===== config.mk =====
export PLATFORM = sky130hd
export DESIGN_NAME = qdc_decoder
export DESIGN_NICKNAME = d
export VERILOG_FILES = /design/src/core/qdc_pkg.sv /design/src/core/qdc_decoder.sv
export SDC_FILE = /design/constraint.sdc
export NUM_CORES = 1
export LEC_CHECK = 0
export ABC_CLOCK_PERIOD_IN_PS = 4910
export BUFFER_PORTS_ARGS = -buffer_cell sky130_fd_sc_hd__buf_2
export CAP_MARGIN = 15
export CORE_AREA = 2 2 89 91
export CTS_BUF_LIST = sky130_fd_sc_hd__clkbuf_16
export CTS_CLUSTER_SIZE = 25
export DETAILED_ROUTE_END_ITERATION = 8
export DIE_AREA = 0 0 91 93
export PLACE_DENSITY = 0.95
export RECOVER_POWER = 100
export REMOVE_ABC_BUFFERS = 1
export SLEW_MARGIN = 10
export SYNTH_ARGS = -nofsm -noshare
export SYNTH_HDL_FRONTEND = slang
export SYNTH_SLANG_ARGS = --single-unit

===== constraint.sdc =====
create_clock -name i_mclk -period 4.91 [get_ports i_mclk]
set_input_delay 0 -clock i_mclk [delete_from_list [all_inputs] [get_ports i_mclk]]
set_output_delay 0 -clock i_mclk [all_outputs]
set_load 0.02 [all_outputs]

===== src/core/qdc_pkg.sv =====
// Package for the two-channel quadrature decoder block.
// Assumes a 32-bit APB slave, word-aligned registers, byte address = 4 * index.
package qdc_pkg;

  // Register indices and bus geometry
  localparam int unsigned        QDC_ADDR_W     = 12;
  localparam logic [7:0]         QDC_IDX_FLAGS  = 8'h90;
  localparam logic [7:0]         QDC_IDX_CTRL   = 8'h91;
  localparam logic [7:0]         QDC_IDX_CNT1   = 8'h94;
  localparam logic [7:0]         QDC_IDX_CNT2   = 8'h96;

  // Control field positions and reset value
  localparam int unsigned        QDC_CTRL_PRIO  = 0;
  localparam int unsigned        QDC_CTRL_SEL1  = 2;
  localparam int unsigned        QDC_CTRL_SEL2  = 6;
  localparam logic [7:0]         QDC_CTRL_RST   = 8'h00;

  // Wrap flag and counter reset bit positions
  localparam int unsigned        QDC_FLG1_DEC   = 2;
  localparam int unsigned        QDC_FLG1_INC   = 3;
  localparam int unsigned        QDC_FLG2_DEC   = 6;
  localparam int unsigned        QDC_FLG2_INC   = 7;
  localparam int unsigned        QDC_CLR1_BIT   = 0;
  localparam int unsigned        QDC_CLR2_BIT   = 4;

  // Sample clock divider: peripheral clocks per sample tick, at least two
  localparam int unsigned        QDC_SAMPLE_DIV = 2;
  localparam int unsigned        QDC_CNT_W      = 8;

  // Per-channel decoder state
  typedef struct packed {
    logic [1:0]           sel_used;
    logic [1:0]           prev;
    logic [1:0]           filt;
    logic [QDC_CNT_W-1:0] count;
  } qdc_chan_type;

endpackage

===== src/core/qdc_decoder.sv =====
// Quadrature decoder: APB registers, input select, filter, counters, wrap flags.
// Assumes i_port comes from pins asynchronous to i_mclk; APB master on i_mclk.
`timescale 1ns/1ps

module qdc_decoder #(
  parameter int unsigned SAMPLE_DIV = qdc_pkg::QDC_SAMPLE_DIV
) (
  // Clock and reset
  input  wire logic                            i_mclk,
  input  wire logic                            i_resetn,
  // APB slave
  input  wire logic                            i_psel,
  input  wire logic                            i_penable,
  input  wire logic                            i_pwrite,
  input  wire logic [qdc_pkg::QDC_ADDR_W-1:0]  i_paddr,
  input  wire logic [31:0]                     i_pwdata,
  output logic      [31:0]                     o_prdata,
  output logic                                 o_pready,
  output logic                                 o_pslverr,
  // Encoder input port
  input  wire logic [7:0]                      i_port,
  // Interrupt request level, zero when idle
  output logic      [1:0]                      o_irq_level
);
  import qdc_pkg::*;

  localparam int unsigned DIV_W = (SAMPLE_DIV < 2) ? 1 : $clog2(SAMPLE_DIV);

  // Register address match on the word index
  function automatic logic hit(input logic [QDC_ADDR_W-1:0] a, input logic [7:0] idx);
    hit = (a[1:0] == 2'h0) && (a[QDC_ADDR_W-1:2] == {2'h0, idx});
  endfunction

  // Input pair for a selection code: odd bit is in-phase, even is quadrature
  function automatic logic [1:0] pick(input logic [7:0] p, input logic [1:0] sel,
                                      input int unsigned lo, input int unsigned hi);
    if (sel[0]) begin
      pick = {p[hi+1], p[hi]};
    end else begin
      pick = {p[lo+1], p[lo]};
    end
  endfunction

  // Synchroniser and sample divider state
  logic [7:0]        sy1_q, sy2_q, sy3_q, stab_q, stab_d;
  logic [DIV_W-1:0]  div_q, div_d;
  logic              tick_q, tick_d;

  // Bus, control and decoder state
  logic [7:0]        ctrl_q, ctrl_d;
  logic [7:0]        flags_q, flags_d;
  logic [31:0]       prdata_q, prdata_d;
  logic              pready_q, pready_d;
  logic              pslverr_q, pslverr_d;
  logic [1:0]        irq_q, irq_d;
  qdc_chan_type      ch_q [2];
  qdc_chan_type      ch_d [2];

  // Synchroniser acceptance and sample tick
  always_comb begin
    stab_d = stab_q;
    if (sy2_q == sy3_q) begin
      stab_d = sy3_q;
    end
    tick_d = 1'b0;
    div_d  = div_q + DIV_W'(1);
    if (div_q == DIV_W'(SAMPLE_DIV - 1)) begin
      div_d  = '0;
      tick_d = 1'b1;
    end
  end

  always_ff @(posedge i_mclk) begin
    if (!i_resetn) begin
      sy1_q  <= 8'h00;
      sy2_q  <= 8'h00;
      sy3_q  <= 8'h00;
      stab_q <= 8'h00;
      div_q  <= '0;
      tick_q <= 1'b0;
    end else begin
      sy1_q  <= i_port;
      sy2_q  <= sy1_q;
      sy3_q  <= sy2_q;
      stab_q <= stab_d;
      div_q  <= div_d;
      tick_q <= tick_d;
    end
  end

  // Bus access, channel decode, flags and interrupt
  always_comb begin
    logic        acc;
    logic        wr;
    logic [7:0]  set;
    logic [7:0]  clr;
    logic [1:0]  sel;
    logic [1:0]  smp;
    logic        step;
    logic        up;
    acc       = i_psel && i_penable && pready_q;
    wr        = acc && i_pwrite;
    set       = 8'h00;
    clr       = 8'h00;
    sel       = 2'h0;
    smp       = 2'h0;
    step      = 1'b0;
    up        = 1'b0;
    ctrl_d    = ctrl_q;
    prdata_d  = prdata_q;
    pready_d  = 1'b0;
    pslverr_d = 1'b0;
    ch_d      = ch_q;

    // Setup phase: answer registered for the first access cycle
    if (i_psel && !i_penable) begin
      pready_d  = 1'b1;
      prdata_d  = 32'h0000_0000;
      if (hit(i_paddr, QDC_IDX_FLAGS)) begin
        prdata_d[7:0] = flags_q & 8'hcc;
      end else if (hit(i_paddr, QDC_IDX_CTRL)) begin
        prdata_d[7:0] = ctrl_q;
      end else if (hit(i_paddr, QDC_IDX_CNT1)) begin
        prdata_d[7:0] = ch_q[0].count;
      end else if (hit(i_paddr, QDC_IDX_CNT2)) begin
        prdata_d[7:0] = ch_q[1].count;
      end else begin
        pslverr_d = 1'b1;
      end
    end

    // Control write; bits 5:4 stored but ignored by the logic
    if (wr && hit(i_paddr, QDC_IDX_CTRL)) begin
      ctrl_d = i_pwdata[7:0];
    end
    // Reading flags clears exactly the bits that were returned
    if (acc && !i_pwrite && hit(i_paddr, QDC_IDX_FLAGS)) begin
      clr = prdata_q[7:0];
    end

    // Channel decoders on the sample tick
    for (int c = 0; c < 2; c++) begin
      sel = (c == 0) ? ctrl_q[QDC_CTRL_SEL1 +: 2] : ctrl_q[QDC_CTRL_SEL2 +: 2];
      smp = (c == 0) ? pick(stab_q, sel, 0, 4) : pick(stab_q, sel, 2, 6);
      if (tick_q && sel[1]) begin
        if (sel != ch_q[c].sel_used) begin
          // New or changed source: reload state silently
          ch_d[c].sel_used = sel;
          ch_d[c].prev     = smp;
          ch_d[c].filt     = smp;
        end else begin
          ch_d[c].prev = smp;
          if (smp == ch_q[c].prev && smp != ch_q[c].filt) begin
            ch_d[c].filt = smp;
            step = (smp[0] ^ ch_q[c].filt[0]) ^ (smp[1] ^ ch_q[c].filt[1]);
            up   = ch_q[c].filt[1] ^ smp[0];
            if (step && up) begin
              ch_d[c].count = ch_q[c].count + QDC_CNT_W'(1);
              if (ch_q[c].count == {QDC_CNT_W{1'b1}}) begin
                set[(c == 0) ? QDC_FLG1_INC : QDC_FLG2_INC] = 1'b1;
              end
            end else if (step) begin
              ch_d[c].count = ch_q[c].count - QDC_CNT_W'(1);
              if (ch_q[c].count == '0) begin
                set[(c == 0) ? QDC_FLG1_DEC : QDC_FLG2_DEC] = 1'b1;
              end
            end
          end
        end
      end else if (!sel[1]) begin
        ch_d[c].sel_used = 2'h0;
      end
    end

    // Counter reset through the flags register, no flag raised
    if (wr && hit(i_paddr, QDC_IDX_FLAGS)) begin
      if (i_pwdata[QDC_CLR1_BIT]) begin
        ch_d[0].count = '0;
        set[QDC_FLG1_INC] = 1'b0;
        set[QDC_FLG1_DEC] = 1'b0;
      end
      if (i_pwdata[QDC_CLR2_BIT]) begin
        ch_d[1].count = '0;
        set[QDC_FLG2_INC] = 1'b0;
        set[QDC_FLG2_DEC] = 1'b0;
      end
    end

    // Set wins over the read clear
    flags_d = (flags_q & ~clr) | set;
    irq_d   = (|flags_d) ? ctrl_d[QDC_CTRL_PRIO +: 2] : 2'h0;
  end

  always_ff @(posedge i_mclk) begin
    if (!i_resetn) begin
      ctrl_q    <= QDC_CTRL_RST;
      flags_q   <= 8'h00;
      prdata_q  <= 32'h0000_0000;
      pready_q  <= 1'b0;
      pslverr_q <= 1'b0;
      irq_q     <= 2'h0;
      ch_q[0]   <= '0;
      ch_q[1]   <= '0;
    end else begin
      ctrl_q    <= ctrl_d;
      flags_q   <= flags_d;
      prdata_q  <= prdata_d;
      pready_q  <= pready_d;
      pslverr_q <= pslverr_d;
      irq_q     <= irq_d;
      ch_q[0]   <= ch_d[0];
      ch_q[1]   <= ch_d[1];
    end
  end

  // Outputs straight from flops
  assign o_prdata    = prdata_q;
  assign o_pready    = pready_q;
  assign o_pslverr   = pslverr_q;
  assign o_irq_level = irq_q;

endmodule


# Yosys cells after proc, flatten, opt, wreduce, memory -nomap -nowiden
# Cells that the tools add are included.
# totals
reg_bits	90
input_bits	57
out_inout_bits	36
# classes
mux	53
n_bitwise	13
eq_ne	17
reduce_logical	33
add_sub_neg	5
# ops
op	n
$mux W8	17
$mux W2	21
$eq A10 B8 Y1 const B	4
$mux W10	2
$logic_and A1 B1 Y1	18
$add A8 B1 Y8 const B	2
$eq A8 B8 Y1 const B	2
$logic_not A8 Y1	2
$sub A8 B1 Y8 const B	2
$mux W1	13
$reduce_and A2 Y1	5
$and A8 B8 Y8	1
$eq A8 B8 Y1	1
$ne A2 B1 Y1 const B	4
$ne A2 B2 Y1	4
$not A8 Y8	1
$or A8 B8 Y8	1
$reduce_or A8 Y1	1
$xor A1 B1 Y1	8
$reduce_or A5 Y1	1
$eq A2 B2 Y1	2
$reduce_bool A2 Y1	2
$logic_not A1 Y1	2
$logic_not A2 Y1	1
3 further kinds	4

# Logic depth before layout (Yosys ltp)
# logic_depth
word_depth	13
mapped_depth	11

# Worst setup path after synthesis
# Ideal clock, no wire load.
# synth_path
kind	flip-flop to flip-flop
startpoint	register ctrl_q[2]
endpoint	register ch_q[20] (netlist name)
t_required_ns	4.789
setup_slack_ns	1.855
n_path_buf	1
stages_incl_launch_ff	11
t_arrival_ns	2.934
cell_sequence	dfxtp_1 buf_4 mux2i_2 xor2_1 ha_1 and2_1 mux2_2 or4b_2 a221o_1 xor2_1 nor2_1
# synth_between
elab_chain_cells	10
elab_cells_between_ends	17
# synth_lines
item	line	text
from (decl)	qdc_decoder.sv:50	logic [7:0] ctrl_q, ctrl_d;
from (signal assigned)	qdc_decoder.sv:205	ctrl_q <= ctrl_d;
$mux W2	qdc_decoder.sv:37	if (sel[0]) begin
$xor A1 B1 Y1 (2 in a row)	qdc_decoder.sv:155	step = (smp[0] ^ ch_q[c].filt[0]) ^ (smp[1] ^ ch_q[c].filt[1]);
$mux W8 / $logic_and A1 B1 Y1 (equally long branches)	qdc_decoder.sv:162, qdc_decoder.sv:157	
$mux W8	qdc_decoder.sv:157	if (step && up) begin
$mux W10	qdc_decoder.sv:153	if (smp == ch_q[c].prev && smp != ch_q[c].filt) begin
$mux W8 *	qdc_decoder.sv:146	if (sel != ch_q[c].sel_used) begin
$mux W8 *	qdc_decoder.sv:145	if (tick_q && sel[1]) begin
$mux W8	qdc_decoder.sv:177	if (i_pwdata[QDC_CLR1_BIT]) begin
$mux W8 *	qdc_decoder.sv:176	if (wr && hit(i_paddr, QDC_IDX_FLAGS)) begin
to (decl)	qdc_decoder.sv:56	qdc_chan_type ch_q [2];
# Mark *: on every way between the ends. The rest lies on a longest branch, timed or not. The select of a mux whose other input is x is not followed.
# A chain may end at the register's enable or synchronous reset.

# Final worst setup path
# Same ends and word-level chain as after synthesis.

==> results_dict.tcl <==
set metrics [dict create \
    status "finished, violations left" \
    violations "capacitance limit, slew limit" \
    cap_violations 1 \
    crit_path_start_kind "flop" \
    clock-sinks 90 \
    ant_nets 0 \
    worstHoldStart "i_paddr[2]" \
    htree_levels 3 \
    slew_viol_final 10 \
    route.detailed.wl_per_inst_microns 14.4 \
    area_growth_pct 12.7 \
    drive_gt1_frac 0.0977 \
    r2r-start "ctrl_q[2]$_SDFFE_PN0P_" \
    worstPathCellList "mux2i_1 -> xor2_1 -> ha_1 -> and2_0 -> mux2_1 -> or4b_2 -> a221o_1 -> xor2_1 -> nor2_1" \
    power.density_nw_per_um2 307 \
    hold_path_depth 3 \
    critPathMostFrequentCell "xor2_1" \
    hold_end "o_pslverr$_SDFF_PP0_" \
    cts_tree "built" \
    crit_fanout 10 \
    layout_commonest_cell "dfxtp_1" \
    clockBufferDepth 2 \
    nFillCells 587 \
    track_usage 0.224 \
    grt_pass1_wl_mm 15.3 \
    r2r_cells 9 \
    timing.final.crit_share 0.759 \
    antenna_cells 0 \
    grt_max_degree 33 \
    timing_worst_setup_path_type "flop to flop" \
    layout_common_cells "dfxtp_1, nor2_1, mux2i_1, buf_2, conb_1" \
    regToRegEndpoint "ch_q[20]$_SDFF_PN0_" \
    ir_worst_vdd_mv 0.233 \
    syn_inst 480 \
    max_stage_delay_ns 0.70 \
    wirelength_mm 9.12 \
    yosysUniqueCellTypes 57 \
    critPathSlowestCell "mux2i_1" \
    io_pins 93 \
    die_y_microns 93 \
    instances_no_fill 634 \
    initial_core_util 0.579 \
    hold_class "primary input to flop" \
    reg2reg_slack_ns 1.18 \
    syn_avg_cell_area_sq_um 9.08 \
    p_leak_nw 1.89 \
    overflow 0 \
    rsz0062_at_grt "false" \
    synth_edf_count 0 \
    max_clock_freq_mhz 268 \
    async_flop_share 0 \
    setup_violations 0 \
    synth_seq_cells 90 \
    synth_top_area_frac 0.414 \
    path_clk_slew_ns 0.06 \
    dp_hpwl_mm 6.29 \
    min_period_ns 3.73 \
    finalNetCount 592 \
    final.setup.tns_ns 0 \
    fin_ws_ns 1.18 \
    slew-limit-headroom -0.138 \
    portBuffers 44 \
    placementRows 32 \
    critPathRequiredTime_ns 5.13 \
    fp.dieW_microns 91 \
    dr.pass1.iters 5 \
    vias 3578 \
    via_per_inst 5.64 \
    placed_cells 602 \
    multi_input_area_sq_um 2290 \
    place.gp.congestion 0.907 \
    hold_viol_final 0 \
    critPathCaptureType "flop" \
    worst_pin_slew_ns 1.69 \
    first_global_vias 3431 \
    ys_seq_area_frac 0.414 \
    cts_root_buf "clkbuf_16" \
    yosysWarnings 0 \
    fin_skew_ns 0.00629 \
    antenna_found_initial 0 \
    yosys-top-cells-area "dfxtp_1, mux2i_1, nor2_1, and2_1, buf_4" \
    numCtsBuffers 9 \
    ys.flop_type "dfxtp_1" \
    place_ws_ns 1.53 \
    yosysTopAreaCell "dfxtp_1" \
    ff_latch_area_sq_um 1800 \
    core_area_sq_um 7530 \
    drt_iter0_markers 209 \
    drc 0 \
    clock_latency_ns 0.34 \
    netlist_area_sq_um 4360 \
    crit_arrival_ns 3.95 \
    die_area_sq_um 8460 \
]
what timing repair did:
item	4_1_cts	5_1_grt
buffers inserted	0	0
resized for setup	0	0
hold endpoints to repair	17	0
hold buffers	16	0
report_power, final:
part | switching [W] | internal (W)
combinational | 0.0000611 | 0.0000393
sequential | 0.00000719 | 0.000743
clock | 0.000272 | 0.000388
total | 0.000340 | 0.00117
cells in the mapped netlist, drive strengths merged, types with 13 or more instances:
master	n
clkbuf	17
nand3	13
dfxtp	90
xor2	19
mux2i	34
buf	31
a21oi	15
nor2	63
and2	32
nand2	22
xnor2	16
o21ai	16
registers in the layout (all words and copies together) (netlist names):
name / flops
o_irq_level: 2
tick_q: 1
div_q: 1
ctrl_q: 8
flags_q: 8
sy1_q: 8
o_prdata: 8
stab_q: 8
o_pslverr: 1
sy2_q: 8
ch_q: 28
o_pready: 1
sy3_q: 8
critical path, delay by kind of cell (launching register included):
family | cells | cell delay (ns)
multiplexers | 2 | 1.14
AND/OR/NAND/NOR | 3 | 0.89
flip-flops | 1 | 0.52
adder cells (fa/ha/maj) | 1 | 0.40
AO/OA/AOI/OAI | 1 | 0.38
XOR/XNOR | 2 | 0.29
final cells by class:
type | instances | share of cell area
Timing Repair Buffer | 61 | 0.0749
Clock buffer | 9 | 0.0459
Multi-Input combinational cell | 355 | 0.466
Sequential cell | 90 | 0.367
Clock inverter | 7 | 0.0125
Tap cell | 102 | 0.0260
Inverter | 10 | 0.00764
logic make-up (layout without fill, tap and decap cells):
kind of cell | Yosys count | after routing | synth area share
compound gates | 66 | 66 | 0.101
xor+xnor | 35 | 35 | 0.0704
fa+ha+maj | 8 | 8 | 0.0230
buf+inv | 58 | 87 | 0.0764
flops | 90 | 90 | 0.414
mux | 35 | 35 | 0.0853
other cells | 1 | 24 | 0.000861
simple gates | 187 | 187 | 0.229
metrics by stage:
| stage | hold WS, ns | instance area [sq um] | util | total power (W) |
|---|---|---|---|---|
| after floorplan | 0.122 | 4150 | - | 0.000825 |
| after global placement | 0.205 | 4500 | 0.598 | 0.000853 |
| after detailed placement | 0.210 | 4500 | 0.598 | 0.000858 |
| after CTS | 0.0251 | 4950 | 0.658 | 0.00152 |
| after global routing | 0.0805 | 4910 | 0.652 | 0.00156 |
| final | 0.0231 | 4910 | 0.652 | 0.00151 |
worst max path at each step:
stage / slack (ns) / cells after the start / to / startpoint
after floorplan: 1.82 / 9 / ch_q[20]$_SDFF_PN0_ / ctrl_q[2]$_SDFFE_PN0P_
after global placement: 1.61 / 9 / ch_q[20]$_SDFF_PN0_ / ctrl_q[2]$_SDFFE_PN0P_
after detailed placement: 1.53 / 9 / ch_q[20]$_SDFF_PN0_ / ctrl_q[2]$_SDFFE_PN0P_
after CTS: 1.49 / 9 / ch_q[20]$_SDFF_PN0_ / ctrl_q[2]$_SDFFE_PN0P_
after global routing: 0.98 / 9 / ch_q[20]$_SDFF_PN0_ / ctrl_q[2]$_SDFFE_PN0P_
final: 1.18 / 9 / ch_q[20]$_SDFF_PN0_ / ctrl_q[2]$_SDFFE_PN0P_
routing by layer:
layer	wire length, microns	global-route usage	up-vias
li1	-	-	1720
met1	3710	0.243	1667
met2	4560	0.412	161
met3	562	0.0467	30
met4	286	0.119	0
met5	0	0	-
Power figures use the tool's default switching activity.
